==> src/shared/phy_ind_pkg.sv <==
// Purpose : Constants shared by the PHY indicator and mode setup block
// Assumes : 32-bit AXI4-Lite register bus, 125 MHz clock
// Notes   : Offsets are byte addresses of aligned words
package phy_ind_pkg;
   //------------------------------------------------------------
   // Register map
   //------------------------------------------------------------
   localparam logic [7:0] PHY_CONFIG_OFS = 8'h00;
   localparam logic [7:0] EXT_CTRL_OFS   = 8'h04;
   localparam logic [7:0] EXT_ADDR_OFS   = 8'h08;
   localparam logic [7:0] EXT_DATA_OFS   = 8'h0C;
   localparam logic [7:0] STATUS_OFS     = 8'h10;
   //------------------------------------------------------------
   // Configuration fields and reset values
   //------------------------------------------------------------
   localparam int          MODE_LSB       = 0;
   localparam int          MODE_EN_BIT    = 3;
   localparam int          PHY_RST_BIT    = 5;
   localparam logic [7:0]  PHY_CONFIG_RST = 8'h00;
   localparam logic [2:0]  MODE_AUTO      = 3'h0;
   localparam logic [2:0]  MODE_PINS_RST  = 3'h0;
   //------------------------------------------------------------
   // External memory cycle timing, cycles per phase; AXI error response
   //------------------------------------------------------------
   localparam logic [3:0]  ALE_CYCLES     = 4'h2;
   localparam logic [3:0]  STROBE_CYCLES  = 4'h4;
   localparam logic [31:0] SLVERR_RESP    = 32'h0000_0002;
endpackage

==> src/shared/ext_mem_if.sv <==
// Purpose : Carries one external memory request and its result
// Assumes : One clock domain
// Notes   : start is a one-cycle pulse, busy a level
interface ext_mem_if;
   logic        start;
   logic        write;
   logic [23:0] addr;
   logic [7:0]  wdata;
   logic [7:0]  rdata;
   logic        busy;
   modport ctrl (output start, write, addr, wdata, input rdata, busy);
   modport eng  (input start, write, addr, wdata, output rdata, busy);
endinterface

==> src/core/ext_mem_engine.sv <==
// Purpose : Latched external data memory cycle on the low port byte
// Assumes : Port inputs synchronous to clk
// Notes   : Output enables are low while the pin is driven
module ext_mem_engine (
   input  wire logic clk,
   input  wire logic rst_b,
   ext_mem_if.eng    req,
   input  wire logic [7:0]  low_port_in,
   output logic      [7:0]  low_port_out,
   output logic             low_port_oe_b,
   output logic      [15:0] high_addr,
   output logic             addr_latch_en,
   output logic             ext_write_strobe_b,
   output logic             ext_read_strobe_b
);
   typedef enum logic [1:0] {
      ST_IDLE = 2'b00,
      ST_ADDR = 2'b01,
      ST_STRB = 2'b10
   } eng_state_e;

   typedef struct packed {
      eng_state_e  st;
      logic [3:0]  cnt;
      logic        wr;
      logic [7:0]  dout;
      logic        oe_b;
      logic [15:0] hi;
      logic        ale;
      logic        wr_b;
      logic        rd_b;
      logic [7:0]  rdata;
   } eng_s;

   eng_s s_r;
   eng_s s_nxt;

   //------------------------------------------------------------
   // Address phase then strobe phase
   //------------------------------------------------------------
   always_comb begin
      s_nxt = s_r;
      case (s_r.st)
         ST_IDLE: begin
            if (req.start) begin
               s_nxt.st   = ST_ADDR;
               s_nxt.wr   = req.write;
               s_nxt.dout = req.addr[7:0];
               s_nxt.hi   = req.addr[23:8];
               s_nxt.oe_b = 1'b0;
               s_nxt.ale  = 1'b1;
               s_nxt.cnt  = phy_ind_pkg::ALE_CYCLES;
            end
         end
         ST_ADDR: begin
            s_nxt.cnt = s_r.cnt - 4'h1;
            if (s_r.cnt == 4'h1) begin
               s_nxt.st   = ST_STRB;
               s_nxt.ale  = 1'b0;
               s_nxt.dout = req.wdata;
               s_nxt.oe_b = !s_r.wr;
               s_nxt.wr_b = !s_r.wr;
               s_nxt.rd_b = s_r.wr;
               s_nxt.cnt  = phy_ind_pkg::STROBE_CYCLES;
            end
         end
         ST_STRB: begin
            s_nxt.cnt = s_r.cnt - 4'h1;
            if (s_r.cnt == 4'h1) begin
               s_nxt.st   = ST_IDLE;
               s_nxt.wr_b = 1'b1;
               s_nxt.rd_b = 1'b1;
               s_nxt.oe_b = 1'b1;
               if (!s_r.wr) begin
                  s_nxt.rdata = low_port_in;
               end
            end
         end
         default: s_nxt.st = ST_IDLE;
      endcase
   end

   //------------------------------------------------------------
   // State register
   //------------------------------------------------------------
   always_ff @(posedge clk or negedge rst_b) begin
      if (!rst_b) begin
         s_r <= '{st: ST_IDLE, cnt: 4'h0, wr: 1'b0, dout: 8'h00,
                  oe_b: 1'b1, hi: 16'h0000, ale: 1'b0, wr_b: 1'b1,
                  rd_b: 1'b1, rdata: 8'h00};
      end else begin
         s_r <= s_nxt;
      end
   end

   assign low_port_out       = s_r.dout;
   assign low_port_oe_b      = s_r.oe_b;
   assign high_addr          = s_r.hi;
   assign addr_latch_en      = s_r.ale;
   assign ext_write_strobe_b = s_r.wr_b;
   assign ext_read_strobe_b  = s_r.rd_b;
   assign req.rdata          = s_r.rdata;
   assign req.busy           = (s_r.st != ST_IDLE); // No start term, no loop

   //------------------------------------------------------------
   // Checks
   //------------------------------------------------------------
   a_ale_drives_addr: assert property (@(posedge clk) disable iff (!rst_b)
      addr_latch_en |-> !low_port_oe_b)
      else $error("ALE high while low port not driven");
   a_strobe_exclusive: assert property (@(posedge clk) disable iff (!rst_b)
      !(ext_write_strobe_b == 1'b0 && ext_read_strobe_b == 1'b0))
      else $error("read and write strobes both active");
   a_strobe_len: assert property (@(posedge clk) disable iff (!rst_b)
      $fell(ext_read_strobe_b) |-> !ext_read_strobe_b [*4] ##1
      ext_read_strobe_b)
      else $error("read strobe width wrong");
   c_write_cycle: cover property (@(posedge clk) $fell(ext_write_strobe_b));
   c_read_cycle: cover property (@(posedge clk) $fell(ext_read_strobe_b));
endmodule

==> src/core/phy_indicator_and_mode_setup.sv <==
// Purpose : PHY indicators, PHY mode setup and external memory access
// Assumes : AXI4-Lite slave, PHY status inputs synchronous to clk
// Notes   : Indicator outputs are active low levels
module phy_indicator_and_mode_setup (
   input  wire logic        clk,
   input  wire logic        rst_b,
   input  wire logic [7:0]  s_axi_awaddr,
   input  wire logic        s_axi_awvalid,
   output logic             s_axi_awready,
   input  wire logic [31:0] s_axi_wdata,
   input  wire logic [3:0]  s_axi_wstrb,
   input  wire logic        s_axi_wvalid,
   output logic             s_axi_wready,
   output logic [1:0]       s_axi_bresp,
   output logic             s_axi_bvalid,
   input  wire logic        s_axi_bready,
   input  wire logic [7:0]  s_axi_araddr,
   input  wire logic        s_axi_arvalid,
   output logic             s_axi_arready,
   output logic [31:0]      s_axi_rdata,
   output logic [1:0]       s_axi_rresp,
   output logic             s_axi_rvalid,
   input  wire logic        s_axi_rready,
   input  wire logic        rx_diff_pair_active,
   input  wire logic        tx_diff_pair_active,
   input  wire logic        phy_collision,
   input  wire logic        phy_full_duplex,
   input  wire logic        phy_link_up,
   input  wire logic [2:0]  phy_mode_pins,
   output logic             collision_indicator_b,
   output logic             rx_activity_indicator_b,
   output logic             tx_activity_indicator_b,
   output logic             link_indicator_b,
   output logic [2:0]       phy_mode_applied,
   output logic             phy_soft_reset,
   input  wire logic [7:0]  low_port_bus_in,
   output logic      [7:0]  low_port_bus_out,
   output logic             low_port_bus_oe_b,
   output logic      [15:0] ext_high_addr,
   output logic             addr_latch_en,
   output logic             ext_write_strobe_b,
   output logic             ext_read_strobe_b
);
   typedef struct packed {
      logic        aw_got;
      logic [7:0]  aw_addr;
      logic        w_got;
      logic [31:0] w_data;
      logic [3:0]  w_strb;
      logic        bvalid;
      logic [1:0]  bresp;
      logic        rvalid;
      logic [31:0] rdata;
      logic [1:0]  rresp;
      logic [7:0]  phy_config_reg;
      logic [2:0]  mode;
      logic [23:0] ext_addr;
      logic [7:0]  ext_wdata;
      logic [3:0]  leds_b;
   } top_s;

   top_s s_r;
   top_s s_nxt;
   ext_mem_if mem ();

   // Decodes a byte address into a known-register flag
   function automatic logic mapped(input logic [7:0] a);
      mapped = (a == phy_ind_pkg::PHY_CONFIG_OFS) ||
               (a == phy_ind_pkg::EXT_CTRL_OFS) ||
               (a == phy_ind_pkg::EXT_ADDR_OFS) ||
               (a == phy_ind_pkg::EXT_DATA_OFS) ||
               (a == phy_ind_pkg::STATUS_OFS);
   endfunction

   logic do_write;
   logic do_read;
   logic rst_fall;

   //------------------------------------------------------------
   // Bus handshakes
   //------------------------------------------------------------
   assign s_axi_awready = !s_r.aw_got && !s_r.bvalid;
   assign s_axi_wready  = !s_r.w_got && !s_r.bvalid;
   assign s_axi_arready = !s_r.rvalid;
   assign do_write = s_r.aw_got && s_r.w_got && !s_r.bvalid;
   assign do_read  = s_axi_arvalid && s_axi_arready;

   //------------------------------------------------------------
   // Next-state logic
   //------------------------------------------------------------
   always_comb begin
      s_nxt = s_r;
      mem.start = 1'b0;
      mem.write = 1'b0;
      rst_fall  = 1'b0;
      if (s_axi_awvalid && s_axi_awready) begin
         s_nxt.aw_got  = 1'b1;
         s_nxt.aw_addr = s_axi_awaddr;
      end
      if (s_axi_wvalid && s_axi_wready) begin
         s_nxt.w_got  = 1'b1;
         s_nxt.w_data = s_axi_wdata;
         s_nxt.w_strb = s_axi_wstrb;
      end
      // Register writes and their side effects
      if (do_write) begin
         s_nxt.aw_got = 1'b0;
         s_nxt.w_got  = 1'b0;
         s_nxt.bvalid = 1'b1;
         s_nxt.bresp  = mapped(s_r.aw_addr) ? 2'b00 :
                        phy_ind_pkg::SLVERR_RESP[1:0];
         case (s_r.aw_addr)
            phy_ind_pkg::PHY_CONFIG_OFS: begin
               if (s_r.w_strb[0]) begin
                  s_nxt.phy_config_reg = s_r.w_data[7:0];
                  // Falling edge of the reset bit ends the pulse
                  rst_fall = s_r.phy_config_reg[phy_ind_pkg::PHY_RST_BIT]
                     && !s_r.w_data[phy_ind_pkg::PHY_RST_BIT];
               end
            end
            phy_ind_pkg::EXT_CTRL_OFS: begin
               if (s_r.w_strb[0] && s_r.w_data[0] && !mem.busy) begin
                  mem.start = 1'b1;
                  mem.write = s_r.w_data[1];
               end
            end
            phy_ind_pkg::EXT_ADDR_OFS: begin
               if (s_r.w_strb[0]) s_nxt.ext_addr[7:0] = s_r.w_data[7:0];
               if (s_r.w_strb[1]) s_nxt.ext_addr[15:8] = s_r.w_data[15:8];
               if (s_r.w_strb[2]) s_nxt.ext_addr[23:16] = s_r.w_data[23:16];
            end
            phy_ind_pkg::EXT_DATA_OFS: begin
               if (s_r.w_strb[0]) s_nxt.ext_wdata = s_r.w_data[7:0];
            end
            default: s_nxt.bvalid = 1'b1;
         endcase
      end
      if (s_r.bvalid && s_axi_bready) s_nxt.bvalid = 1'b0;
      // New mode is taken on the reset pulse; pins when not overridden
      if (s_r.phy_config_reg[phy_ind_pkg::PHY_RST_BIT] || rst_fall) begin
         s_nxt.mode = s_r.phy_config_reg[phy_ind_pkg::MODE_EN_BIT] ?
            s_r.phy_config_reg[phy_ind_pkg::MODE_LSB +: 3] :
            phy_mode_pins;
      end
      // Register reads
      if (do_read) begin
         s_nxt.rvalid = 1'b1;
         s_nxt.rresp  = mapped(s_axi_araddr) ? 2'b00 :
                        phy_ind_pkg::SLVERR_RESP[1:0];
         case (s_axi_araddr)
            phy_ind_pkg::PHY_CONFIG_OFS:
               s_nxt.rdata = {24'h000000, s_r.phy_config_reg};
            phy_ind_pkg::EXT_CTRL_OFS:
               s_nxt.rdata = {23'h000000, mem.rdata, mem.busy};
            phy_ind_pkg::EXT_ADDR_OFS:
               s_nxt.rdata = {8'h00, s_r.ext_addr};
            phy_ind_pkg::EXT_DATA_OFS:
               s_nxt.rdata = {24'h000000, s_r.ext_wdata};
            phy_ind_pkg::STATUS_OFS:
               s_nxt.rdata = {25'h0000000, s_r.mode, s_r.leds_b};
            default: s_nxt.rdata = 32'h0000_0000;
         endcase
      end
      if (s_r.rvalid && s_axi_rready) s_nxt.rvalid = 1'b0;
      // Indicators follow live status, active low, no latching
      s_nxt.leds_b[3] = !(phy_collision && !phy_full_duplex);
      s_nxt.leds_b[2] = !rx_diff_pair_active;
      s_nxt.leds_b[1] = !tx_diff_pair_active;
      s_nxt.leds_b[0] = !phy_link_up;
   end

   //------------------------------------------------------------
   // State register
   //------------------------------------------------------------
   always_ff @(posedge clk or negedge rst_b) begin
      if (!rst_b) begin
         s_r <= '{aw_got: 1'b0, aw_addr: 8'h00, w_got: 1'b0,
                  w_data: 32'h0000_0000, w_strb: 4'h0, bvalid: 1'b0,
                  bresp: 2'b00, rvalid: 1'b0, rdata: 32'h0000_0000,
                  rresp: 2'b00,
                  phy_config_reg: phy_ind_pkg::PHY_CONFIG_RST,
                  mode: phy_ind_pkg::MODE_PINS_RST,
                  ext_addr: 24'h000000, ext_wdata: 8'h00,
                  leds_b: 4'hF};
      end else begin
         s_r <= s_nxt;
      end
   end

   assign mem.addr  = s_r.ext_addr;
   assign mem.wdata = s_r.ext_wdata;

   //------------------------------------------------------------
   // External memory engine
   //------------------------------------------------------------
   ext_mem_engine u_eng (
      .clk                (clk),
      .rst_b              (rst_b),
      .req                (mem),
      .low_port_in        (low_port_bus_in),
      .low_port_out       (low_port_bus_out),
      .low_port_oe_b      (low_port_bus_oe_b),
      .high_addr          (ext_high_addr),
      .addr_latch_en      (addr_latch_en),
      .ext_write_strobe_b (ext_write_strobe_b),
      .ext_read_strobe_b  (ext_read_strobe_b)
   );

   // Outputs
   assign s_axi_bvalid = s_r.bvalid;
   assign s_axi_bresp  = s_r.bresp;
   assign s_axi_rvalid = s_r.rvalid;
   assign s_axi_rdata  = s_r.rdata;
   assign s_axi_rresp  = s_r.rresp;
   assign collision_indicator_b   = s_r.leds_b[3];
   assign rx_activity_indicator_b = s_r.leds_b[2];
   assign tx_activity_indicator_b = s_r.leds_b[1];
   assign link_indicator_b        = s_r.leds_b[0];
   assign phy_mode_applied = s_r.mode;
   assign phy_soft_reset   = s_r.phy_config_reg[phy_ind_pkg::PHY_RST_BIT];

   //------------------------------------------------------------
   // Checks
   //------------------------------------------------------------
   a_coll_follows: assert property (@(posedge clk) disable iff (!rst_b)
      (phy_collision && !phy_full_duplex) |=> !collision_indicator_b)
      else $error("collision indicator not low");
   a_coll_fdx_off: assert property (@(posedge clk) disable iff (!rst_b)
      phy_full_duplex |=> collision_indicator_b)
      else $error("collision shown in full duplex");
   a_rx_follows: assert property (@(posedge clk) disable iff (!rst_b)
      ##1 rx_activity_indicator_b == !$past(rx_diff_pair_active))
      else $error("receive indicator mismatch");
   a_tx_follows: assert property (@(posedge clk) disable iff (!rst_b)
      ##1 tx_activity_indicator_b == !$past(tx_diff_pair_active))
      else $error("transmit indicator mismatch");
   a_link_follows: assert property (@(posedge clk) disable iff (!rst_b)
      !phy_link_up ##1 !phy_link_up |=> link_indicator_b [*1])
      else $error("link indicator latched");
   a_link_low: assert property (@(posedge clk) disable iff (!rst_b)
      phy_link_up |=> !link_indicator_b)
      else $error("link indicator not low");
   a_mode_applied: assert property (@(posedge clk) disable iff (!rst_b)
      (phy_soft_reset && s_r.phy_config_reg[phy_ind_pkg::MODE_EN_BIT])
      |=> phy_mode_applied == $past(s_r.phy_config_reg[2:0]))
      else $error("mode not applied on reset pulse");
   a_mode_hold: assert property (@(posedge clk) disable iff (!rst_b)
      (!phy_soft_reset ##1 !phy_soft_reset) |-> $stable(phy_mode_applied))
      else $error("mode changed outside reset pulse");
   a_ale_pulse: assert property (@(posedge clk) disable iff (!rst_b)
      $rose(addr_latch_en) |-> addr_latch_en [*2] ##1 !addr_latch_en)
      else $error("ALE width wrong");
   c_reset_pulse: cover property (@(posedge clk) $fell(phy_soft_reset));
   c_collision: cover property (@(posedge clk) $fell(collision_indicator_b));
   c_link_up: cover property (@(posedge clk) $fell(link_indicator_b));
endmodule

==> config.mk <==
export PLATFORM = sky130hd
export DESIGN_NAME = phy_indicator_and_mode_setup
export DESIGN_NICKNAME = d
export VERILOG_FILES = /design/src/shared/phy_ind_pkg.sv /design/src/shared/ext_mem_if.sv /design/src/core/ext_mem_engine.sv /design/src/core/phy_indicator_and_mode_setup.sv
export SDC_FILE = /design/constraint.sdc
export NUM_CORES = 1
export LEC_CHECK = 0
export ABC_CLOCK_PERIOD_IN_PS = 2900
export BUFFER_PORTS_ARGS = -buffer_cell sky130_fd_sc_hd__buf_2
export CORE_MARGIN = 3
export CORE_UTILIZATION = 44
export CTS_BUF_LIST = sky130_fd_sc_hd__clkbuf_4
export DETAILED_ROUTE_END_ITERATION = 8
export PLACE_DENSITY_LB_ADDON = 0.15
export SLEW_MARGIN = 20
export SYNTH_ARGS = -nofsm -noshare
export SYNTH_HDL_FRONTEND = slang
export SYNTH_SLANG_ARGS = --single-unit
==> constraint.sdc <==
create_clock -name clk -period 2.9 [get_ports clk]
set_clock_uncertainty 0.15 [all_clocks]
set_input_delay 0.435 -clock clk [delete_from_list [all_inputs] [get_ports clk]]
set_output_delay 0.435 -clock clk [all_outputs]
set_load 0.05 [all_outputs]
==> results by group, run 1 <==
Global routing
  – Initial antenna violation count: 1
  – Pin count of the biggest net entering global routing: 70
  – Global-route wire length before repair: 24.8 mm
  – Total grt overflow: 0
  – GR Util All Layers: 17.7%
  – Number of global-route vias before repair: 4699

Clock network
  – Root buf cell: clkbuf_4
  – Worst-skew pair later-pin latency: 530 ps
  – TritonCTS Buffers: 17
  – Clk buf depth: 2
  – Post_cts resized: 0
  – CTS Sinks: 155
  – Clock Pin Slew Worst Setup and Hold Paths: 120 ps
  – CTS tree: yes
  – Max H-tree Level: 4

Yosys
  – Largest family of logic cells by synthesized area: multiplexers
  – Post-Synthesis Cell Area: 7140 um^2
  – Post-synthesis cell count: 556
  – Synth Area in Adders: 1.05%
  – Yosys reg bits: 155
  – Sequential share of the synthesized area: 54.5%
  – Synth Area in Compound Gates: about a tenth
  – Synth unique cells: 56
  – Syn_area_per_cell: ~13 um^2
  – Post-Synth XOR/XNOR Area: 0%
  – Mux cell area share after synthesis: 19.0%
  – Simple-gate share of the synthesized area: 6.91%
  – Syn. warnings: 0

Route
  – Vias per inst: between 5 and 6
  – Detailed-router iteration count before antenna repair: 5
  – Via count: approximately 4600
  – Avg WL per Cell: 16.3 um
  – DR DRC count: 0
  – Routed Antenna Nets: 0
  – Final WL: 15.1 mm
  – 1st-iter DRT viols: 272

Place
  – GPL Wtd Cong: 0.827
  – PortBufs: 132
  – Post-detail-place hpwl: 10.8 mm

Floorplanning
  – Die Area: 17800 um^2
  – Initial Util: 45.9%
  – Die H: 133 um
  – Core ar.: 15500 um^2
  – Chip Width: 133 um
  – Rows: 45
  – I/O pin count: 152

Timing
  – RSZ-0062 raised after global routing: false
  – Max-Slew Margin vs Limit: a little over two fifths
  – Worst-Margin Slew: 834 ps
  – Final setup vio count: 0
  – TNS Setup: 0 ps
  – F_max: 407 MHz
  – Final Max Tran Viols: 0
  – Tcrit/Tclk final: 84.8%
  – Crit path time final: 2460 ps
  – Final Hold Fails: 0

Job
  – Max Cap Viol: 0

Power and ir drop
  – Lkg Pwr: roughly 0.0042 uW
  – VDD IR max: ~0.00057 V
  – Pwr dens: approximately 620 nW/um^2

Cells and area
  – P&R area growth vs syn: 17.9%
  – Nets@finish: 776
  – Share of cells above drive strength 1: between 40% and 50%
  – Post-layout util: 54.2%
  – Commonest non-fill, non-tap cell in the layout: dfrtp_1
  – Most frequent cells in the layout: dfrtp_1 (148), buf_2 (131), mux2_2 (117)

Worst setup path
  – Critical path class: reg -> reg
  – Critical Path Source Type: flop
  – Crit. End Element: flop
  – Req. time, crit path: 3170 ps
  – Arrival @ worst endpoint: 2730 ps
  – Worst-path fanout max: 10

Min path
  – Hold crit path type: in -> reg

Outcome
  – Outcome: completed
[logic make-up (layout without fill, tap and decap cells)]
kind of cell,Yosys count,in the layout
flops,155,155
compound gates,93,93
simple gates,81,81
fa+ha+maj,6,6
mux,121,121
buf+inv,99,242
other cells,1,12
[cell type report]
type | count | area, um^2
clock inverter | 12 | 106
clock buffer | 20 | 150
timing repair buffer | 197 | 1290
fill | 1398 | 7120
sequential | 155 | 3890
multi-input combinational | 311 | 2660
tap | 211 | 264
inverter | 13 | 48.8
antenna | 2 | 5.00
[sequential cells by signal (all words and copies together) (netlist names), 3 cells and up]
signal,flops
phy_mode_applied,3
s_r,44
u_eng.req.rdata,8
u_eng.low_port_out,8
s_axi_rdata,24
mem.addr,24
u_eng.s_r,7
mem.wdata,8
u_eng.high_addr,16
[synthesized netlist by cell type, drive strengths merged]
cell / number / area, um^2
nor4: 3 / 40.0
a21o: 5 / 37.5
a31oi: 2 / 12.5
nor3b: 2 / 20.0
and2: 3 / 20.0
o22ai: 2 / 12.5
a2bb2oi: 1 / 8.76
nor4b: 2 / 38.8
or3b: 1 / 8.76
and4: 1 / 8.76
nand3: 2 / 10.0
and3b: 2 / 17.5
a21oi: 10 / 50.1
nor2: 14 / 55.1
a221oi: 1 / 8.76
a22o: 30 / 284
clkbuf: 14 / 52.6
a211oi: 2 / 15.0
conb: 1 / 3.75
o22a: 2 / 17.5
nor2b: 4 / 25.0
nand2b: 10 / 62.6
mux2i: 4 / 40.0
o2bb2ai: 2 / 17.5
dfstp: 7 / 184
nor4bb: 1 / 10.0
dfrtp: 148 / 3700
o31ai: 1 / 7.51
buf: 72 / 522
o211ai: 1 / 7.51
ha: 6 / 75.1
o21ai: 22 / 110
nor3: 2 / 21.3
nand2: 31 / 124
o21a: 2 / 15.0
mux2: 117 / 1320
inv: 13 / 48.8
and4bb: 1 / 12.5
a211o: 1 / 8.76
a32oi: 1 / 8.76
a22oi: 8 / 73.8
nand4: 2 / 18.8
[critical path, cell delays in order (launching register included)]
cell      delay (ps)
dfrtp_1          420
inv_1            100
ha_1             190
nor4bb_1         280
nand4_2          240
buf_4            280
a21oi_1          310
mux2_2           380
[power by group]
| group | internal [uW] | total, uW | switching, uW |
|---|---|---|---|
| Clock | 520 | 1230 | 706 |
| Sequential | 2540 | 2840 | 302 |
| Combinational | 565 | 1190 | 626 |
[what timing repair did]
action                                 4_1_cts  5_1_grt
hold buffers                                51        0
setup buffers                                0        0
endpoints found under the hold margin      197        0
[path summary, 6_finish.rpt]
path,end,from,slack [ps],depth (start not counted)
min reg2reg,s_axi_rresp[1],s_axi_rresp[1],340,1
min,phy_mode_applied[0],phy_mode_pins[0],50,3
max reg2reg,u_eng.s_r[38],u_eng.s_r[41],440,7
min in group asynchronous,s_axi_rdata[18],rst_b,140,2
max in group asynchronous,rx_activity_indicator_b,rst_b,1690,3
max,u_eng.s_r[38],u_eng.s_r[41],440,7
[layer usage]
layer  global-route usage [%]  routed length [um]  up-vias
met2                     28.3                7320      130
met5                        0                   0        -
met3                     4.08                 807       11
met4                     5.31                 160        0
li1                         -                   -     2183
met1                     24.1                6760     2286
[metrics by stage]
stage / power [uW] / hold slack, ps / cells / setup slack [ps] / instance area (um^2)
6_report: 5250 / 53.3 / 921 / 441 / 8420
5_1_grt: 5540 / 21.8 / 921 / 352 / 8420
4_1_cts: 5320 / 4.21 / 919 / 435 / 8410
3_5_place_dp: 4030 / 163 / 836 / 440 / 7640
3_3_place_gp: 3990 / 157 / 836 / 524 / 7640
2_1_floorplan: 3690 / -10.6 / 565 / 321 / 7170
Note: power is estimated with default switching activity, not from simulation.
==> inputs of run 2 (changes only) <==
- ABC_CLOCK_PERIOD_IN_PS: 2900 -> 2290
- clock period: 2.9 -> 2.29 ns (I/O delays scaled with it)
==> run 2 against run 1 <==
Utilization grew 1.8 points. Via count grew 2.1%. Clock-buffer cell count shrank 3. Critical endpoint is now u_eng.low_port_out[1]. Global-route usage grew 0.28 points. Sequential power grew 27%. Sequential share of layout area shrank 1.5 points. Clock power grew 60%. Design area grew 3.3%. Worst setup slack lost 300 ps. Wire length grew 1.5%. First-iteration DRC count shrank 7.4%. Die area is the same.
==> results by group, run 2 (synthesized netlist as in run 1, its figures left out) <==
Global routing
  – Global-route wire length before repair: 25.2 mm
  – Number of global-route vias before repair: 4821
  – Pin count of the biggest net entering global routing: 56
  – Total grt overflow: 0
  – Initial antenna violation count: 1
  – GR Util All Layers: 17.9%

Cells and area
  – Multi-input gate area: ~2700 um^2
  – Most frequent cells in the layout: dfrtp_1 (148), buf_2 (131), mux2_2 (117)
  – Share of cells above drive strength 1: 48.0%
  – Fillers: between 1000 and 1500
  – P&R area growth vs syn: 21.9%
  – Top reg by flops: s_r
  – Post-layout util: 56.0%
  – Nets@finish: 791
  – Max reg flops: 44
  – Commonest non-fill, non-tap cell in the layout: dfrtp_1
  – Reg area: roughly 3900 um^2

Clock network
  – CTS Sinks: 155
  – CTS tree: yes
  – Max H-tree Level: 4
  – Root buf cell: clkbuf_4
  – Worst-skew pair later-pin latency: 550 ps
  – Clk buf depth: 2
  – TritonCTS Buffers: 17
  – Clock Pin Slew Worst Setup and Hold Paths: 130 ps

Worst setup path
  – Arrival @ worst endpoint: 2450 ps
  – Slowest CP cell: dfrtp_1
  – CP cell instances: inv_1 -> ha_2 -> nor4bb_4 -> nand4_4 -> a22oi_4 -> buf_4 -> mux2_2
  – CP max stage delay: 440 ps
  – Critical path class: reg -> reg
  – Req. time, crit path: 2590 ps
  – CP bufs+invs: 2
  – Critical Path Source Type: flop
  – CP top delay family: flip-flops
  – Worst-path fanout max: 5
  – Crit. End Element: flop

Job
  – Max Cap Viol: 0

Timing
  – Final setup vio count: 0
  – Tcrit/Tclk final: 93.9%
  – Crit path time final: 2150 ps
  – RSZ-0062 raised after global routing: false
  – Final Hold Fails: 0
  – F_max: around 460 MHz
  – Final Max Tran Viols: 0

Route
  – Final WL: 15.3 mm
  – Via count: 4705
  – Vias per inst: 5.03
  – DR DRC count: 0
  – Detailed-router iteration count before antenna repair: 5
  – 1st-iter DRT viols: roughly 250
  – Avg WL per Cell: between 15 and 20 um
  – Routed Antenna Nets: 0

Floorplanning
  – Chip Width: 133 um
  – Die H: 133 um
  – Die Area: 17800 um^2
  – Initial Util: a little under half
  – Core ar.: 15500 um^2
  – Rows: 45
  – I/O pin count: about 150

Power and ir drop
  – Lkg Pwr: 0.00431 uW
  – Pwr dens: approximately 830 nW/um^2
  – Power Total: 7200 uW
  – VDD IR max: 0.000725 V

Outcome
  – Outcome: completed

Place
  – GPL Wtd Cong: between 0.8 and 0.9
  – Post-detail-place hpwl: approximately 11 mm
  – PortBufs: 132

Min path
  – Hold crit path type: in -> reg
[run 2: power breakdown]
part	switching, uW	total [uW]	internal, uW
combinational	826	1610	786
clock	995	1970	976
sequential	402	3610	3210
[run 2: metrics by stage]
step / area [um^2] / hold WS, ps / instances / TNS (ps) / setup WS [ps]
floorplan: 7180 / -102 / 565 / 0 / 34.0
detailed placement: 7740 / 121 / 844 / -642 / -81.5
CTS: 8650 / 7.81 / 932 / 0 / 1.94
global route: 8700 / 31.9 / 935 / 0 / 16.9
global placement: 7740 / 113 / 844 / 0 / 63.1
finish: 8700 / 43.6 / 935 / 0 / 139
[run 2: routing by layer]
layer | vias up | share of wire, % | track usage, % | wire length (um)
li1 | 2215 | - | - | -
met1 | 2355 | 47 | 24.8 | 7150
met2 | 121 | 48 | 28.3 | 7270
met3 | 14 | 4.7 | 4.87 | 719
met4 | 0 | 0.91 | 4.46 | 139
met5 | - | 0 | 0 | 0
[run 2: cell type report]
| type | count | share of cell area, % |
|---|---|---|
| tap | 211 | 3.04 |
| timing repair buffer | 212 | 16.6 |
| inverter | 13 | 0.561 |
| sequential | 155 | 44.7 |
| clock buffer | 17 | 1.47 |
| multi-input combinational | 311 | 31.0 |
| antenna | 1 | 0.0288 |
| clock inverter | 15 | 2.55 |
[run 2: worst paths after layout]
check	start	end	slack (ps)	cells after the start
hold / removal	s_axi_arvalid	s_axi_rvalid	40	3
setup reg to reg	u_eng.s_r[42]	u_eng.low_port_out[1]	140	7
min in group asynchronous	rst_b	s_axi_rdata[18]	90	2
max in group asynchronous	rst_b	link_indicator_b	1230	3
setup / recovery	u_eng.s_r[42]	u_eng.low_port_out[1]	140	7
hold reg to reg	s_axi_rresp[1]	s_axi_rresp[1]	340	1
[run 2: worst register-to-register path, delay by kind of cell (launching register included)]
kind,cells,cell delay (ps)
compound gates,1,230
flops,1,440
buf+inv,2,270
fa+ha+maj,1,210
mux,1,340
simple gates,2,430
[run 2: repair_timing]
| item | 4_1_cts | 5_1_grt |
|---|---|---|
| pin swaps | 1 | 2 |
| setup endpoints to repair | 10 | 14 |
| gates resized for setup | 1 | 4 |
| hold buffers | 56 | 0 |
| endpoints found under the hold margin | 201 | 0 |
| buffers inserted | 0 | 2 |
